File: config.mk
export PLATFORM = sky130hd
export DESIGN_NAME = crt_token_framer
export DESIGN_NICKNAME = d
export VERILOG_FILES = /design/src/crt_token_framer.v
export VERILOG_INCLUDE_DIRS = /design/src /design/src/src
export SDC_FILE = /design/constraint.sdc
export NUM_CORES = 1
export LEC_CHECK = 0
export BUFFER_PORTS_ARGS = -buffer_cell sky130_fd_sc_hd__buf_2
export CAP_MARGIN = 25
export CORE_ASPECT_RATIO = 0.75
export CORE_MARGIN = 5
export CORE_UTILIZATION = 30
export CTS_BUF_LIST = sky130_fd_sc_hd__clkbuf_8 sky130_fd_sc_hd__clkbuf_16
export DETAILED_ROUTE_END_ITERATION = 7
export GPL_ROUTABILITY_DRIVEN = 0
export GPL_TIMING_DRIVEN = 0
export PLACE_DENSITY_LB_ADDON = 0.25
export SLEW_MARGIN = 40
export SYNTH_ARGS = -nofsm -noshare
export SYNTH_HDL_FRONTEND = slang
export SYNTH_SLANG_ARGS = --single-unit
File: constraint.sdc
create_clock -name mclk -period 4.65 [get_ports mclk]
set_input_delay 1.395 -clock mclk [delete_from_list [all_inputs] [get_ports mclk]]
set_output_delay 1.395 -clock mclk [all_outputs]
set_load 0.005 [all_outputs]
File: src/crt_token_map.vh
`ifndef CRT_TOKEN_MAP_VH
`define CRT_TOKEN_MAP_VH
// basic response bit positions
`define CRT_BR_IDLE      0
`define CRT_BR_ERASERST  1
`define CRT_BR_ILLEGAL   2
`define CRT_BR_CMDCRC    3
`define CRT_BR_ERASESEQ  4
`define CRT_BR_ADDR      5
`define CRT_BR_PARAM     6
// second status byte bit positions
`define CRT_S2_LOCKED    0
`define CRT_S2_WPSKIP    1
`define CRT_S2_ERROR     2
`define CRT_S2_CCERR     3
`define CRT_S2_ECCFAIL   4
`define CRT_S2_WPVIOL    5
`define CRT_S2_ERASEPRM  6
`define CRT_S2_RANGE     7
// tokens
`define CRT_TOK_START    8'hFE
`define CRT_TOK_MWSTART  8'hFC
`define CRT_TOK_STOP     8'hFD
`define CRT_DR_ACCEPT    3'h2
`define CRT_DR_CRCREJ    3'h5
`define CRT_DR_WRREJ     3'h6
`define CRT_BUSY_BYTE    8'h00
`define CRT_READY_BYTE   8'hFF
`define CRT_IDLE_BYTE    8'hFF
// sizes
`define CRT_WR_BLOCK_LEN 12'h200
`define CRT_MAX_BLOCK    12'h800
`define CRT_WP_BITS      6'h20
`define CRT_MISALIGN_OK  1'b0
// kinds of token to send
`define CRT_K_BASIC 3'h0
`define CRT_K_BUSYX 3'h1
`define CRT_K_STAT2 3'h2
`define CRT_K_COND  3'h3
`define CRT_K_DRESP 3'h4
`define CRT_K_DERR  3'h5
`define CRT_K_DATA  3'h6
`define CRT_K_WPST  3'h7
`endif

File: src/crt_token_framer.v
`timescale 1ns/1ps
`include "crt_token_map.vh"
module crt_token_framer (
  // clock and reset
  input  wire        mclk,
  input  wire        reset_n,
  // serial link from the host
  input  wire        sclkPin,
  input  wire        csPin_n,
  output reg         dataOut,
  output reg         dataOutEn,
  // response-time conditions, one-cycle pulses
  input  wire        evIllegal,
  input  wire        evCmdCrc,
  input  wire        evEraseSeq,
  input  wire        evAddr,
  input  wire        evParam,
  input  wire        evEraseReset,
  // execution-time conditions, one-cycle pulses
  input  wire        evOutOfRange,
  input  wire        evCsdOverwrite,
  input  wire        evEraseParam,
  input  wire        evWpViolation,
  input  wire        evEccFail,
  input  wire        evCcError,
  input  wire        evGenError,
  input  wire        evWpEraseSkip,
  input  wire        evLockFail,
  // card state levels
  input  wire        inIdle,
  input  wire        cardLocked,
  input  wire        cardBusy,
  // token request
  input  wire        sendReq,
  input  wire [2:0]  sendKind,
  input  wire [2:0]  dataRespStatus,
  input  wire [7:0]  startByte,
  input  wire [31:0] condValue,
  input  wire [31:0] wpGroupBits,
  input  wire [5:0]  wpValidGroups,
  input  wire [11:0] dataLen,
  // data byte stream for data tokens
  input  wire [7:0]  dataByte,
  output wire        dataByteReq,
  // status
  output wire        sendBusy,
  output wire        readBoundaryCrossPermit,
  output wire        writeBoundaryCrossPermit,
  output wire [11:0] writeBlockSizeField
);

  localparam ST_IDLE = 2'h0;
  localparam ST_SEND = 2'h1;
  localparam ST_BUSY = 2'h2;

  // CRC-16 (CCITT, 0x1021) one byte, MSB first
  function [15:0] crcByte;
    input [15:0] c;
    input [7:0]  b;
    integer i;
    reg [15:0] t;
    begin
      t = c;
      for (i = 7; i >= 0; i = i - 1) begin
        t = (t[15] ^ b[i]) ? ({t[14:0], 1'b0} ^ 16'h1021)
                           : {t[14:0], 1'b0};
      end
      crcByte = t;
    end
  endfunction

  // ************************************************
  // pin synchronisers and edge finding
  // ************************************************
  reg [2:0] sclkSync_q;
  reg [1:0] csSync_q;
  always @(posedge mclk or negedge reset_n) begin
    if (!reset_n) begin
      sclkSync_q <= 3'h0;
      csSync_q   <= 2'h3;
    end else begin
      sclkSync_q <= {sclkSync_q[1:0], sclkPin};
      csSync_q   <= {csSync_q[0], csPin_n};
    end
  end
  // host samples on rising edge, so we change on falling edge
  wire sclkFall = sclkSync_q[2] & ~sclkSync_q[1];
  wire csActive = ~csSync_q[1];

  // ************************************************
  // status flags
  // ************************************************
  reg [6:0] basicErr_q;
  reg [7:0] s2Err_q;
  wire clrBasic;
  wire clrS2;
  wire [6:0] basicSet;
  wire [7:0] s2Set;
  assign basicSet[`CRT_BR_IDLE]     = 1'b0;
  assign basicSet[`CRT_BR_ERASERST] = evEraseReset;
  assign basicSet[`CRT_BR_ILLEGAL]  = evIllegal;
  assign basicSet[`CRT_BR_CMDCRC]   = evCmdCrc;
  assign basicSet[`CRT_BR_ERASESEQ] = evEraseSeq;
  assign basicSet[`CRT_BR_ADDR]     = evAddr;
  assign basicSet[`CRT_BR_PARAM]    = evParam;
  assign s2Set[`CRT_S2_LOCKED]   = 1'b0;
  assign s2Set[`CRT_S2_WPSKIP]   = evWpEraseSkip | evLockFail;
  assign s2Set[`CRT_S2_ERROR]    = evGenError;
  assign s2Set[`CRT_S2_CCERR]    = evCcError;
  assign s2Set[`CRT_S2_ECCFAIL]  = evEccFail;
  assign s2Set[`CRT_S2_WPVIOL]   = evWpViolation;
  assign s2Set[`CRT_S2_ERASEPRM] = evEraseParam;
  assign s2Set[`CRT_S2_RANGE]    = evOutOfRange | evCsdOverwrite;

  // sticky; a set in the clearing cycle survives
  always @(posedge mclk or negedge reset_n) begin
    if (!reset_n) begin
      basicErr_q <= 7'h00;
      s2Err_q    <= 8'h00;
    end else begin
      basicErr_q <= (basicErr_q & ~{7{clrBasic}}) | basicSet;
      s2Err_q <= (s2Err_q & ~{8{clrS2}}) | s2Set;
    end
  end
  // state indicators follow the card state, not cleared by reads
  wire [7:0] basicByte = {1'b0, basicErr_q[6:1], inIdle};
  wire [7:0] s2Byte    = {s2Err_q[7:1], cardLocked};

  // ************************************************
  // token sequencer
  // ************************************************
  reg [1:0]  state_q;
  reg [2:0]  kind_q;
  reg [7:0]  shift_q;
  reg [2:0]  bitCnt_q;
  reg [11:0] byteIdx_q;
  reg [11:0] lastIdx_q;
  reg [15:0] crc_q;
  reg [31:0] word_q;

  // write-protect payload, invalid groups forced to zero
  wire [31:0] wpMask = (wpValidGroups >= `CRT_WP_BITS) ? 32'hFFFFFFFF :
                       ((32'h1 << wpValidGroups) - 32'h1);

  // index of last byte for each kind
  reg [11:0] lastIdx;
  always @* begin
    case (sendKind)
      `CRT_K_STAT2: lastIdx = 12'h001;
      `CRT_K_COND:  lastIdx = 12'h004;
      `CRT_K_DATA: lastIdx = dataLen + 12'h002;
      `CRT_K_WPST: lastIdx = 12'h006;
      default:     lastIdx = 12'h000;
    endcase
  end

  // first byte of each token
  reg [7:0] firstByte;
  always @* begin
    case (sendKind)
      // zero, status, one in the low five bits
      `CRT_K_DRESP: firstByte = {4'h0, dataRespStatus, 1'b1};
      // error bits only; the locked state is no error
      `CRT_K_DERR:  firstByte = {4'h0, s2Byte[`CRT_S2_RANGE],
                                 s2Byte[`CRT_S2_ECCFAIL],
                                 s2Byte[`CRT_S2_CCERR],
                                 s2Byte[`CRT_S2_ERROR]};
      `CRT_K_DATA:  firstByte = startByte;
      `CRT_K_WPST:  firstByte = `CRT_TOK_START;
      default:      firstByte = basicByte;
    endcase
  end

  // next byte once the current one is out
  wire [11:0] nextIdx = byteIdx_q + 12'h001;
  wire        dataPhase = (kind_q == `CRT_K_DATA) && (nextIdx <= lastIdx_q
                          - 12'h002);
  reg [7:0] nextByte;
  always @* begin
    case (kind_q)
      `CRT_K_STAT2: nextByte = s2Byte;
      `CRT_K_COND:  nextByte = word_q[31:24];
      `CRT_K_DATA: nextByte = dataPhase ? dataByte :
                   ((nextIdx == lastIdx_q) ? crc_q[7:0] : crc_q[15:8]);
      `CRT_K_WPST: nextByte = (nextIdx <= 12'h004) ? word_q[31:24] :
                   ((nextIdx == lastIdx_q) ? crc_q[7:0] : crc_q[15:8]);
      default:     nextByte = `CRT_IDLE_BYTE;
    endcase
  end
  // crc covers the payload only, not the start byte
  wire crcFeed = (kind_q == `CRT_K_DATA) ? dataPhase :
                 ((kind_q == `CRT_K_WPST) && (nextIdx <= 12'h004));

  wire byteDone = sclkFall && (bitCnt_q == 3'h7);
  assign dataByteReq = (state_q == ST_SEND) && byteDone && dataPhase;
  assign sendBusy    = (state_q != ST_IDLE);
  wire busyKind = (kind_q == `CRT_K_BUSYX) || (kind_q == `CRT_K_DRESP);
  // flags clear in the edge that copies them into the shifter, so a
  // flag set in that same edge is kept for the next report
  wire takeNow   = csActive && (state_q == ST_IDLE) && sendReq;
  wire stat2Load = csActive && (state_q == ST_SEND) && byteDone &&
                   (kind_q == `CRT_K_STAT2) && (byteIdx_q == 12'h000);
  assign clrBasic = takeNow && (sendKind <= `CRT_K_COND);
  assign clrS2    = stat2Load || (takeNow && (sendKind == `CRT_K_DERR));

  always @(posedge mclk or negedge reset_n) begin
    if (!reset_n) begin
      state_q   <= ST_IDLE;
      kind_q    <= `CRT_K_BASIC;
      shift_q   <= `CRT_IDLE_BYTE;
      bitCnt_q  <= 3'h0;
      byteIdx_q <= 12'h000;
      lastIdx_q <= 12'h000;
      crc_q     <= 16'h0000;
      word_q    <= 32'h00000000;
    end else begin
      if (!csActive) begin
        // deselect aborts; host owns framing
        state_q  <= ST_IDLE;
        shift_q  <= `CRT_IDLE_BYTE;
        bitCnt_q <= 3'h0;
      end else begin
        case (state_q)
          ST_IDLE: begin
            if (sendReq) begin
              kind_q    <= sendKind;
              shift_q   <= firstByte;
              bitCnt_q  <= 3'h0;
              byteIdx_q <= 12'h000;
              lastIdx_q <= lastIdx;
              crc_q     <= 16'h0000;
              word_q    <= (sendKind == `CRT_K_WPST) ?
                           (wpGroupBits & wpMask) : condValue;
              state_q   <= ST_SEND;
            end
          end
          ST_SEND: begin
            if (sclkFall) begin
              bitCnt_q <= bitCnt_q + 3'h1;
              shift_q  <= {shift_q[6:0], 1'b1};
              if (byteDone) begin
                if (byteIdx_q == lastIdx_q) begin
                  // only a busy-capable token may hold the line low
                  shift_q <= (busyKind && cardBusy) ? `CRT_BUSY_BYTE
                                                    : `CRT_READY_BYTE;
                  state_q <= (busyKind && cardBusy) ? ST_BUSY
                                                    : ST_IDLE;
                end else begin
                  byteIdx_q <= nextIdx;
                  shift_q   <= nextByte;
                  if (crcFeed)
                    crc_q <= crcByte(crc_q, nextByte);
                  if (kind_q == `CRT_K_COND || kind_q == `CRT_K_WPST)
                    word_q <= {word_q[23:0], 8'h00};
                end
              end
            end
          end
          ST_BUSY: begin
            // zero bytes while busy, first nonzero byte ends it
            if (sclkFall) begin
              // count wraps so busy bytes stay byte aligned
              bitCnt_q <= bitCnt_q + 3'h1;
              shift_q  <= {shift_q[6:0], 1'b1};
              if (byteDone) begin
                shift_q <= cardBusy ? `CRT_BUSY_BYTE : `CRT_READY_BYTE;
                if (!cardBusy)
                  state_q <= ST_IDLE;
              end
            end
          end
          default: state_q <= ST_IDLE;
        endcase
      end
    end
  end

  // output pin: msb of the shifter, driven while selected
  always @(posedge mclk or negedge reset_n) begin
    if (!reset_n) begin
      dataOut   <= 1'b1;
      dataOutEn <= 1'b0;
    end else begin
      dataOut   <= shift_q[7];
      dataOutEn <= csActive;
    end
  end

  // fixed card properties
  assign writeBlockSizeField      = `CRT_WR_BLOCK_LEN;
  assign readBoundaryCrossPermit  = `CRT_MISALIGN_OK;
  assign writeBoundaryCrossPermit = `CRT_MISALIGN_OK;

endmodule // crt_token_framer

=== Yosys cells after proc, flatten, opt, wreduce, memory -nomap -nowiden ===
Index checks and enable logic that the tools add are counted.

* Bitwise gates (word level): 28
* Shifts and indexed selects: 1
* $add $sub $neg: 5
* Equality and inequality tests: 31
* Order comparisons: 4
* Reduce and logical (&&, ||, !) cells: 31
* Multiplexer cells: 58

{| class="wikitable"
|+ Operators by type and width
! operator !! number
|-
| 32-bit two-way mux || 7
|-
| 13-bit two-way mux || 8
|-
| 8-bit two-way mux || 12
|-
| 16-bit two-way mux || 5
|-
| 32-bit case mux with 2 select lines || 1
|-
| 8-bit case mux with 4 select lines || 2
|-
| 12-bit two-way mux || 4
|-
| 12-bit case mux with 4 select lines || 1
|-
| 32-bit AND || 1
|-
| 16-bit case mux with 2 select lines || 1
|-
| 1-bit by 6-bit left shift with 32-bit output (first input constant) || 1
|-
| 32-bit by 1-bit subtractor with 32-bit output (second input constant) || 1
|-
| 12-bit equality test || 2
|-
| 3-bit equality test (second input constant) || 8
|-
| 3-bit inverter || 8
|-
| 12-bit case mux with 2 select lines || 1
|-
| 8-bit case mux with 3 select lines || 1
|-
| 7-bit AND reduction || 3
|-
| 2-bit two-way mux || 9
|-
| 3-bit inequality test (second input constant) || 6
|-
| 1-bit logical AND || 14
|-
| 12-bit by 1-bit adder with 12-bit output (second input constant) || 1
|-
| 12-bit by 2-bit adder with 12-bit output (second input constant) || 1
|-
| 3-bit by 2-bit equality test with 1-bit output (second input constant) || 4
|-
| other kinds (37) || 56
|}

* Output and inout port bits: 18
* Register bits: 110
* Word-level logic and storage cells: 172

=== Logic depth before layout (Yosys ltp) ===
Gate-level depths: netlist of run 1.

* Depth in word-level cells: 26
* Mapped depth: 17
* Gate-level depth less buffers: 16

=== Worst setup path before layout of run 1 ===
OpenSTA, ideal clock, no wires.

* Path type: reg-to-output
* From: register byteIdx_q[5]
* To: output dataByteReq
* Arrival time: 3,047 ps
* Path buffers: 2
* Cell stages (with the launch flop): 14
* Slack: 208 ps
* Cells stage by stage: dfrtp_1 buf_2 nand4_1 or3_1 buf_6 nor2_1 xor2_1 ha_1 nand4_1 nor2_1 a21boi_0 o31ai_1 and2_1 and3_1

* Longest elaborated chain between the ends: 4

{| class="wikitable"
|+ Ends and longest elaborated chain
! element !! line !! text
|-
| start, declared || crt_token_framer.v:136 || <nowiki>reg [11:0] byteIdx_q;</nowiki>
|-
| start signal, assigned || crt_token_framer.v:249 || <nowiki>byteIdx_q <= nextIdx;</nowiki>
|-
| 12-bit by 1-bit adder with 12-bit output || crt_token_framer.v:175 || <nowiki>wire [11:0] nextIdx = byteIdx_q + 12'h001;</nowiki>
|-
| 12-bit <= comparator || crt_token_framer.v:176 || <nowiki>wire dataPhase = (kind_q == `CRT_K_DATA) && (nextIdx <= lastIdx_q</nowiki>
|-
| 1-bit logical AND || crt_token_framer.v:176 ||
|-
| 1-bit logical AND || crt_token_framer.v:195 || <nowiki>assign dataByteReq = (state_q == ST_SEND) && byteDone && dataPhase;</nowiki>
|-
| end, declared || crt_token_framer.v:44 || <nowiki>output wire dataByteReq,</nowiki>
|}

No other way between the ends.

=== Worst setup path after layout of run 1 ===
Same ends and word-level chain as after synthesis.

==> impl_metrics.toml, run 1 <==
[timing]
final.min_clock_period_ns = 4.60
fmax_mhz = 217
fin_skew_ns = 0.0105
tightest_slew_ns = 0.731
grt_setup_unrepaired = "true"
period_share_pct = 98.9
slew_violations = 0
hold_violations = 0
timing.slew.headroom_pct = 51.3
setup_viol = 0
fin_tns_setup_ns = 0

[grt]
track_usage_pct = 18.6
grt_max_degree = 69
use_met1_pct = 28.4
top_usage_layer = "met1"
grt_overflow = 0
grt_use_met3_pct = 3.69
grt_pass1_vias = 8010
globalRouteMet2Util_pct = 26.7
grt_pass1_wl_mm = 45.3
antenna_found_initial = 0

[drt]
drc = 0
viasPerCell = 5.34
wire_per_inst_um = 18.6
ant_nets = 0
dr.first_iter.drc_count = 672
drt-pass1-iter-count = 5
wl_mm = 29.0
vias = 8336

[synthesis]
syn_inst = 1028
synth-async-reset-ratio_pct = 100
synth-seq-cells = 108
synth_edf_count = 0
synth_top_area_share_pct = 29.9
ys_warn_count = 0
yosysMostFrequentCell = "nand2_1"
synth_top_area_cell = "dfrtp_1"
ys_seq_area_share_pct = 33.5
synthDistinctLibCells = 74
yosys-top-cells-count = "nand2_1, dfrtp_1, o21ai_0, a21oi_1, nor2_1"
syn_area_um2 = 8110
avgSynthCellArea_um2 = 7.89
synthFlopType = "dfrtp_1"
synth.area.top_cells = "dfrtp_1, nand2_1, o21ai_0, a21oi_1, dfstp_2"

[setup_path]
required_ns = 3.25
r2r_cells = 19
timing.critical_path.fanout_max = 5
worstSetupPathType = "register to primary output"
cp-startpoint = "byteIdx_q[5]$_DFFE_PN0P_"
arrival_ns = 3.20
critPathCaptureType = "primary output"
r2r_start = "byteIdx_q[5]$_DFFE_PN0P_"
reg2reg_to = "crc_q[12]$_DFFE_PN0P_"
reg2reg_setup_slack_ns = 0.21
setup.worst_path.end = "dataByteReq"
cp-start-kind = "register"

[clock_tree]
numCtsBuffers = 9
htreeDepth = 3
max-clock-path-buffers = 2
tritoncts = "yes"
ctsRootBufferMaster = "clkbuf_16"
path_clk_slew_ns = 0.08
clk_latency_ns = 0.37
clock-sinks = 108

[floorplanning]
die_area_um2 = 30500
pin_count = 145
die_y_um = 152
num_rows = 52
start_util_pct = 30.3
die_x_um = 200
coreArea_um2 = 26800

[cells_and_area]
fillers = 2864
insertedDiodeCount = 0
finalNetCount = 1355
area_delta_synth_final_pct = 22.9
seqCellArea_um2 = 2730
multi_input_area_um2 = 5120
fin_util_pct = 37.2
final_layout_size_suffix_gt1_share_pct = 21.8

[pwr]
power_density_nw_per_um2 = 423
p_leak_nw = 4.40
ir_drop_mv = 0.208

[placed_design]
dp_hpwl_mm = 22.4
port_buffers = 128

[run_status]
status = "completed"

[hold_path]
hold_path.class = "register to register"

[flow_run]
drv_cap = 0
-- cell usage in the layout, fill, tap and decap left out, drive strengths merged, types with 12 or more instances in the layout --
master,netlist,layout
buf,25,184
nand2,164,164
o21ai,109,109
dfrtp,97,97
a21oi,91,91
nor2,63,63
clkbuf,56,62
nand3,39,39
xnor2,31,31
inv,26,29
xor2,22,22
ha,22,22
a21o,21,21
o31ai,21,21
nand2b,16,16
o211ai,16,16
nor3,16,16
mux2i,14,14
conb,2,14
and3,12,12
-- area by class of cell --
cell class	instances	area share, %
Tap cell	351	4.41
Timing Repair Buffer	159	9.13
Buffer	77	3.69
Clock inverter	6	0.578
Clock buffer	10	2.40
Sequential cell	108	27.4
Multi-Input combinational cell	824	51.4
Inverter	27	1.02
-- metal layers --
layer  vias to the layer above  share of wire [%]  wire, µm
li1                       4001                  -         -
met1                      4009                 48     14000
met2                       283                 43     12600
met3                        43                5.9      1720
met4                         0                2.4       707
met5                         -                  0         0
-- worst max-delay path, stage by stage, from the launching register on --
cell      delay [ns]
dfrtp_1         0.34
buf_6           0.11
nand4_1         0.16
or3_1           0.40
buf_6           0.15
nor2_4          0.11
xor2_2          0.09
ha_1            0.30
nand4_1         0.17
nor2_2          0.24
a21boi_4        0.24
o31ai_4         0.09
and2_4          0.15
and3_4          0.18
buf_6           0.11
-- per-stage QoR --
step	instances	setup slack (ns)	instance area (µm²)	power [mW]	hold slack (ns)
after floorplan	1040	0.208	8150	2.76	0.331
after global placement	1519	-0.637	9230	3.35	0.334
after detailed placement	1520	-0.477	9290	3.37	0.339
after CTS	1548	0.0232	9780	4.19	0.357
after global routing	1562	-0.0598	9960	4.52	0.368
final	1562	0.0505	9960	4.22	0.354
-- sequential cells by signal (all words and copies together), names as in the netlist, 3 cells and up --
signal,flops
sclkSync_q,3
lastIdx_q,12
kind_q,3
crc_q,16
basicErr_q,6
bitCnt_q,3
word_q,32
byteIdx_q,12
shift_q,8
s2Err_q,7
-- kinds of logic (layout without fill, tap and decap cells) --
| group | Yosys count | in the layout | share of synthesized area (%) |
|---|---|---|---|
| AO/OA/AOI/OAI | 332 | 332 | 25.7 |
| multiplexers | 22 | 22 | 2.84 |
| other | 2 | 14 | 0.0926 |
| AND/OR/NAND/NOR | 378 | 378 | 22.1 |
| flip-flops | 108 | 108 | 33.5 |
| adder cells (fa/ha/maj) | 22 | 22 | 3.39 |
| XOR/XNOR | 56 | 56 | 6.56 |
| buffers and inverters | 108 | 279 | 5.85 |
-- what timing repair did --
item	4_1_cts	5_1_grt
endpoints found under the setup margin	17	7
gates resized for setup	25	17
pin swaps	4	7
hold buffers	0	0
setup buffers	15	15
-- report_power, final --
group | switching (mW) | internal [mW]
Combinational | 1.21 | 0.779
Clock | 0.404 | 0.391
Sequential | 0.223 | 1.21
Total | 1.84 | 2.38
-- how the worst min path moves through the flow --
stage | cells after the start | startpoint | endpoint | slack (ns)
finish | 0 | sclkSync_q[0]$_DFF_PN0_ | sclkSync_q[1]$_DFF_PN0_ | 0.35
floorplan | 0 | sclkSync_q[0]$_DFF_PN0_ | sclkSync_q[1]$_DFF_PN0_ | 0.33
global route | 0 | csSync_q[0]$_DFF_PN1_ | csSync_q[1]$_DFF_PN1_ | 0.37
detailed placement | 0 | sclkSync_q[0]$_DFF_PN0_ | sclkSync_q[1]$_DFF_PN0_ | 0.34
CTS | 0 | sclkSync_q[0]$_DFF_PN0_ | sclkSync_q[1]$_DFF_PN0_ | 0.36
global placement | 0 | sclkSync_q[0]$_DFF_PN0_ | sclkSync_q[1]$_DFF_PN0_ | 0.33
Power figures use the tool's default switching activity.
==> run 2, diff against run 1 <==
==> constraint.sdc (replaced) <==
create_clock -name mclk -period 4.1 [get_ports mclk]
set_input_delay 1.23 -clock mclk [delete_from_list [all_inputs] [get_ports mclk]]
set_output_delay 1.23 -clock mclk [all_outputs]
set_load 0.005 [all_outputs]
==> impl_metrics.toml, run 2 (same netlist as run 1, synthesis figures left out) <==
[pwr]
p_total_mw = 4.97
p_leak_nw = 4.52
power_density_nw_per_um2 = 486
ir_drop_mv = 0.262

[timing]
timing.final.ws_setup_ns = -0.296
period_share_pct = 107
slew_violations = 0
grt_setup_unrepaired = "true"
final.min_clock_period_ns = 4.40
fin_tns_setup_ns = -0.296
tightest_slew_ns = 0.720
fmax_mhz = 227
timing.slew.headroom_pct = 52.0
fin_skew_ns = 0.0133
hold_violations = 0
setup_viol = 1

[cells_and_area]
layout_common_cells = "nand2_1, buf_2, o21ai_0"
top_register = "word_q"
fillers = 2873
final_common_cell = "nand2_1"
insertedDiodeCount = 0
fin_util_pct = 38.1
area_delta_synth_final_pct = 25.9
fin_area_um2 = 10200
reg_top3 = "word_q: 32 flops, crc_q: 16 flops"
finalNetCount = 1369
final_layout_size_suffix_gt1_share_pct = 24.1
largest_reg_flops = 32

[drt]
drt-pass1-iter-count = 5
wire_per_inst_um = 18.7
dr.first_iter.drc_count = 747
ant_nets = 0
viasPerCell = 5.31
wl_mm = 29.4
drc = 0
vias = 8372

[placed_design]
post_dp_cell_area_um2 = 9290
dp_hpwl_mm = 22.6
place_ws_ns = -0.867
port_buffers = 128

[clock_tree]
max-clock-path-buffers = 2
tritoncts = "yes"
ctsRootBufferMaster = "clkbuf_16"
clk_latency_ns = 0.37
numCtsBuffers = 9
htreeDepth = 3
clock-sinks = 108
path_clk_slew_ns = 0.08
ctsHoldBuffers = 0

[floorplanning]
coreArea_um2 = 26800
pin_count = 145
die_area_um2 = 30500
die_x_um = 200
start_util_pct = 30.3
die_y_um = 152
num_rows = 52

[grt]
grt_pass1_wl_mm = 45.5
top_usage_layer = "met1"
grt_overflow = 0
grt_max_degree = 72
antenna_found_initial = 1
track_usage_pct = 18.7
grt_pass1_vias = 8069
grt_use_met3_pct = 3.38
globalRouteMet2Util_pct = 27.6
use_met1_pct = 28.2

[run_status]
status = "finished, violations left"
violations = "negative setup slack"

[setup_path]
timing.critical_path.fanout_max = 4
arrival_ns = 3.17
required_ns = 2.87
worstSetupPathType = "register to primary output"
cp-start-kind = "register"
critPathCaptureType = "primary output"

[hold_path]
hold_path.class = "register to register"

[flow_run]
drv_cap = 0
==> run 2: cell types whose count changed in the layout (fill, tap and decap cells not counted), moves of 3 or more <==
cell and delta:
clkbuf_2 +3, buf_4 +13, xnor2_2 +3, a211oi_1 -3, xnor2_1 -3, a211oi_2 +3
nor4_4 +3
==> run 2: power by group <==
| group | leakage, nW | internal, mW | switching [mW] | total [mW] |
|---|---|---|---|---|
| Combinational | 3.05 | 1.01 | 1.45 | 2.46 |
| Clock | 0.143 | 0.436 | 0.447 | 0.883 |
| Sequential | 1.33 | 1.37 | 0.244 | 1.62 |
==> run 2: area by class of cell <==
cell class	instances	area [µm²]	area share (%)
multi-input combinational	824	5280	51.7
sequential	108	2730	26.7
timing repair buffer	174	1030	10.0
tap	351	439	4.30
buffer	76	358	3.50
clock buffer	10	239	2.34
inverter	27	101	0.992
clock inverter	6	45.0	0.441
==> run 2: path summary, 6_finish.rpt <==
| check | depth (start not counted) | to | slack [ns] | from |
|---|---|---|---|---|
| max in group asynchronous | 2 | shift_q[1]$_DFFE_PN1P_ | 2.66 | reset_n |
| max reg2reg | 17 | crc_q[12]$_DFFE_PN0P_ | 0.08 | byteIdx_q[3]$_DFFE_PN0P_ |
| min | 0 | sclkSync_q[1]$_DFF_PN0_ | 0.35 | sclkSync_q[0]$_DFF_PN0_ |
| min in group asynchronous | 1 | lastIdx_q[8]$_DFFE_PN0P_ | 0.73 | reset_n |
| min reg2reg | 0 | sclkSync_q[1]$_DFF_PN0_ | 0.35 | sclkSync_q[0]$_DFF_PN0_ |
| max | 13 | dataByteReq | -0.30 | byteIdx_q[3]$_DFFE_PN0P_ |
==> run 2: layer usage <==
| layer | vias to the layer above | wire length, µm | part of all wire (%) |
|---|---|---|---|
| li1 | 4035 | - | - |
| met1 | 3991 | 14100 | 48 |
| met2 | 309 | 12800 | 43 |
| met3 | 35 | 1900 | 6.4 |
| met4 | 2 | 624 | 2.1 |
| met5 | - | 13 | 0.044 |
==> run 2: critical path, stage by stage, from the launching register on <==
cell	delay, ns
dfrtp_1	0.42
nand4_1	0.19
or3_1	0.37
buf_6	0.14
nor2_4	0.10
xor2_2	0.08
ha_1	0.33
nand4_1	0.21
nor2_4	0.21
a21boi_4	0.23
o31ai_4	0.08
and2_4	0.15
and3_4	0.18
buf_6	0.11
==> run 2: through the flow <==
stage                     cells  hold WS (ns)
after floorplan            1040         0.331
after global placement     1519         0.334
after detailed placement   1520         0.335
after CTS                  1559         0.352
after global routing       1576         0.360
final                      1576         0.351
==> run 2: timing repair <==
action / in CTS / in global routing
resized for setup: 43 / 27
gates cloned: 0 / 0
pin swaps: 11 / 17
endpoints found under the setup margin: 25 / 20
setup buffers: 26 / 19
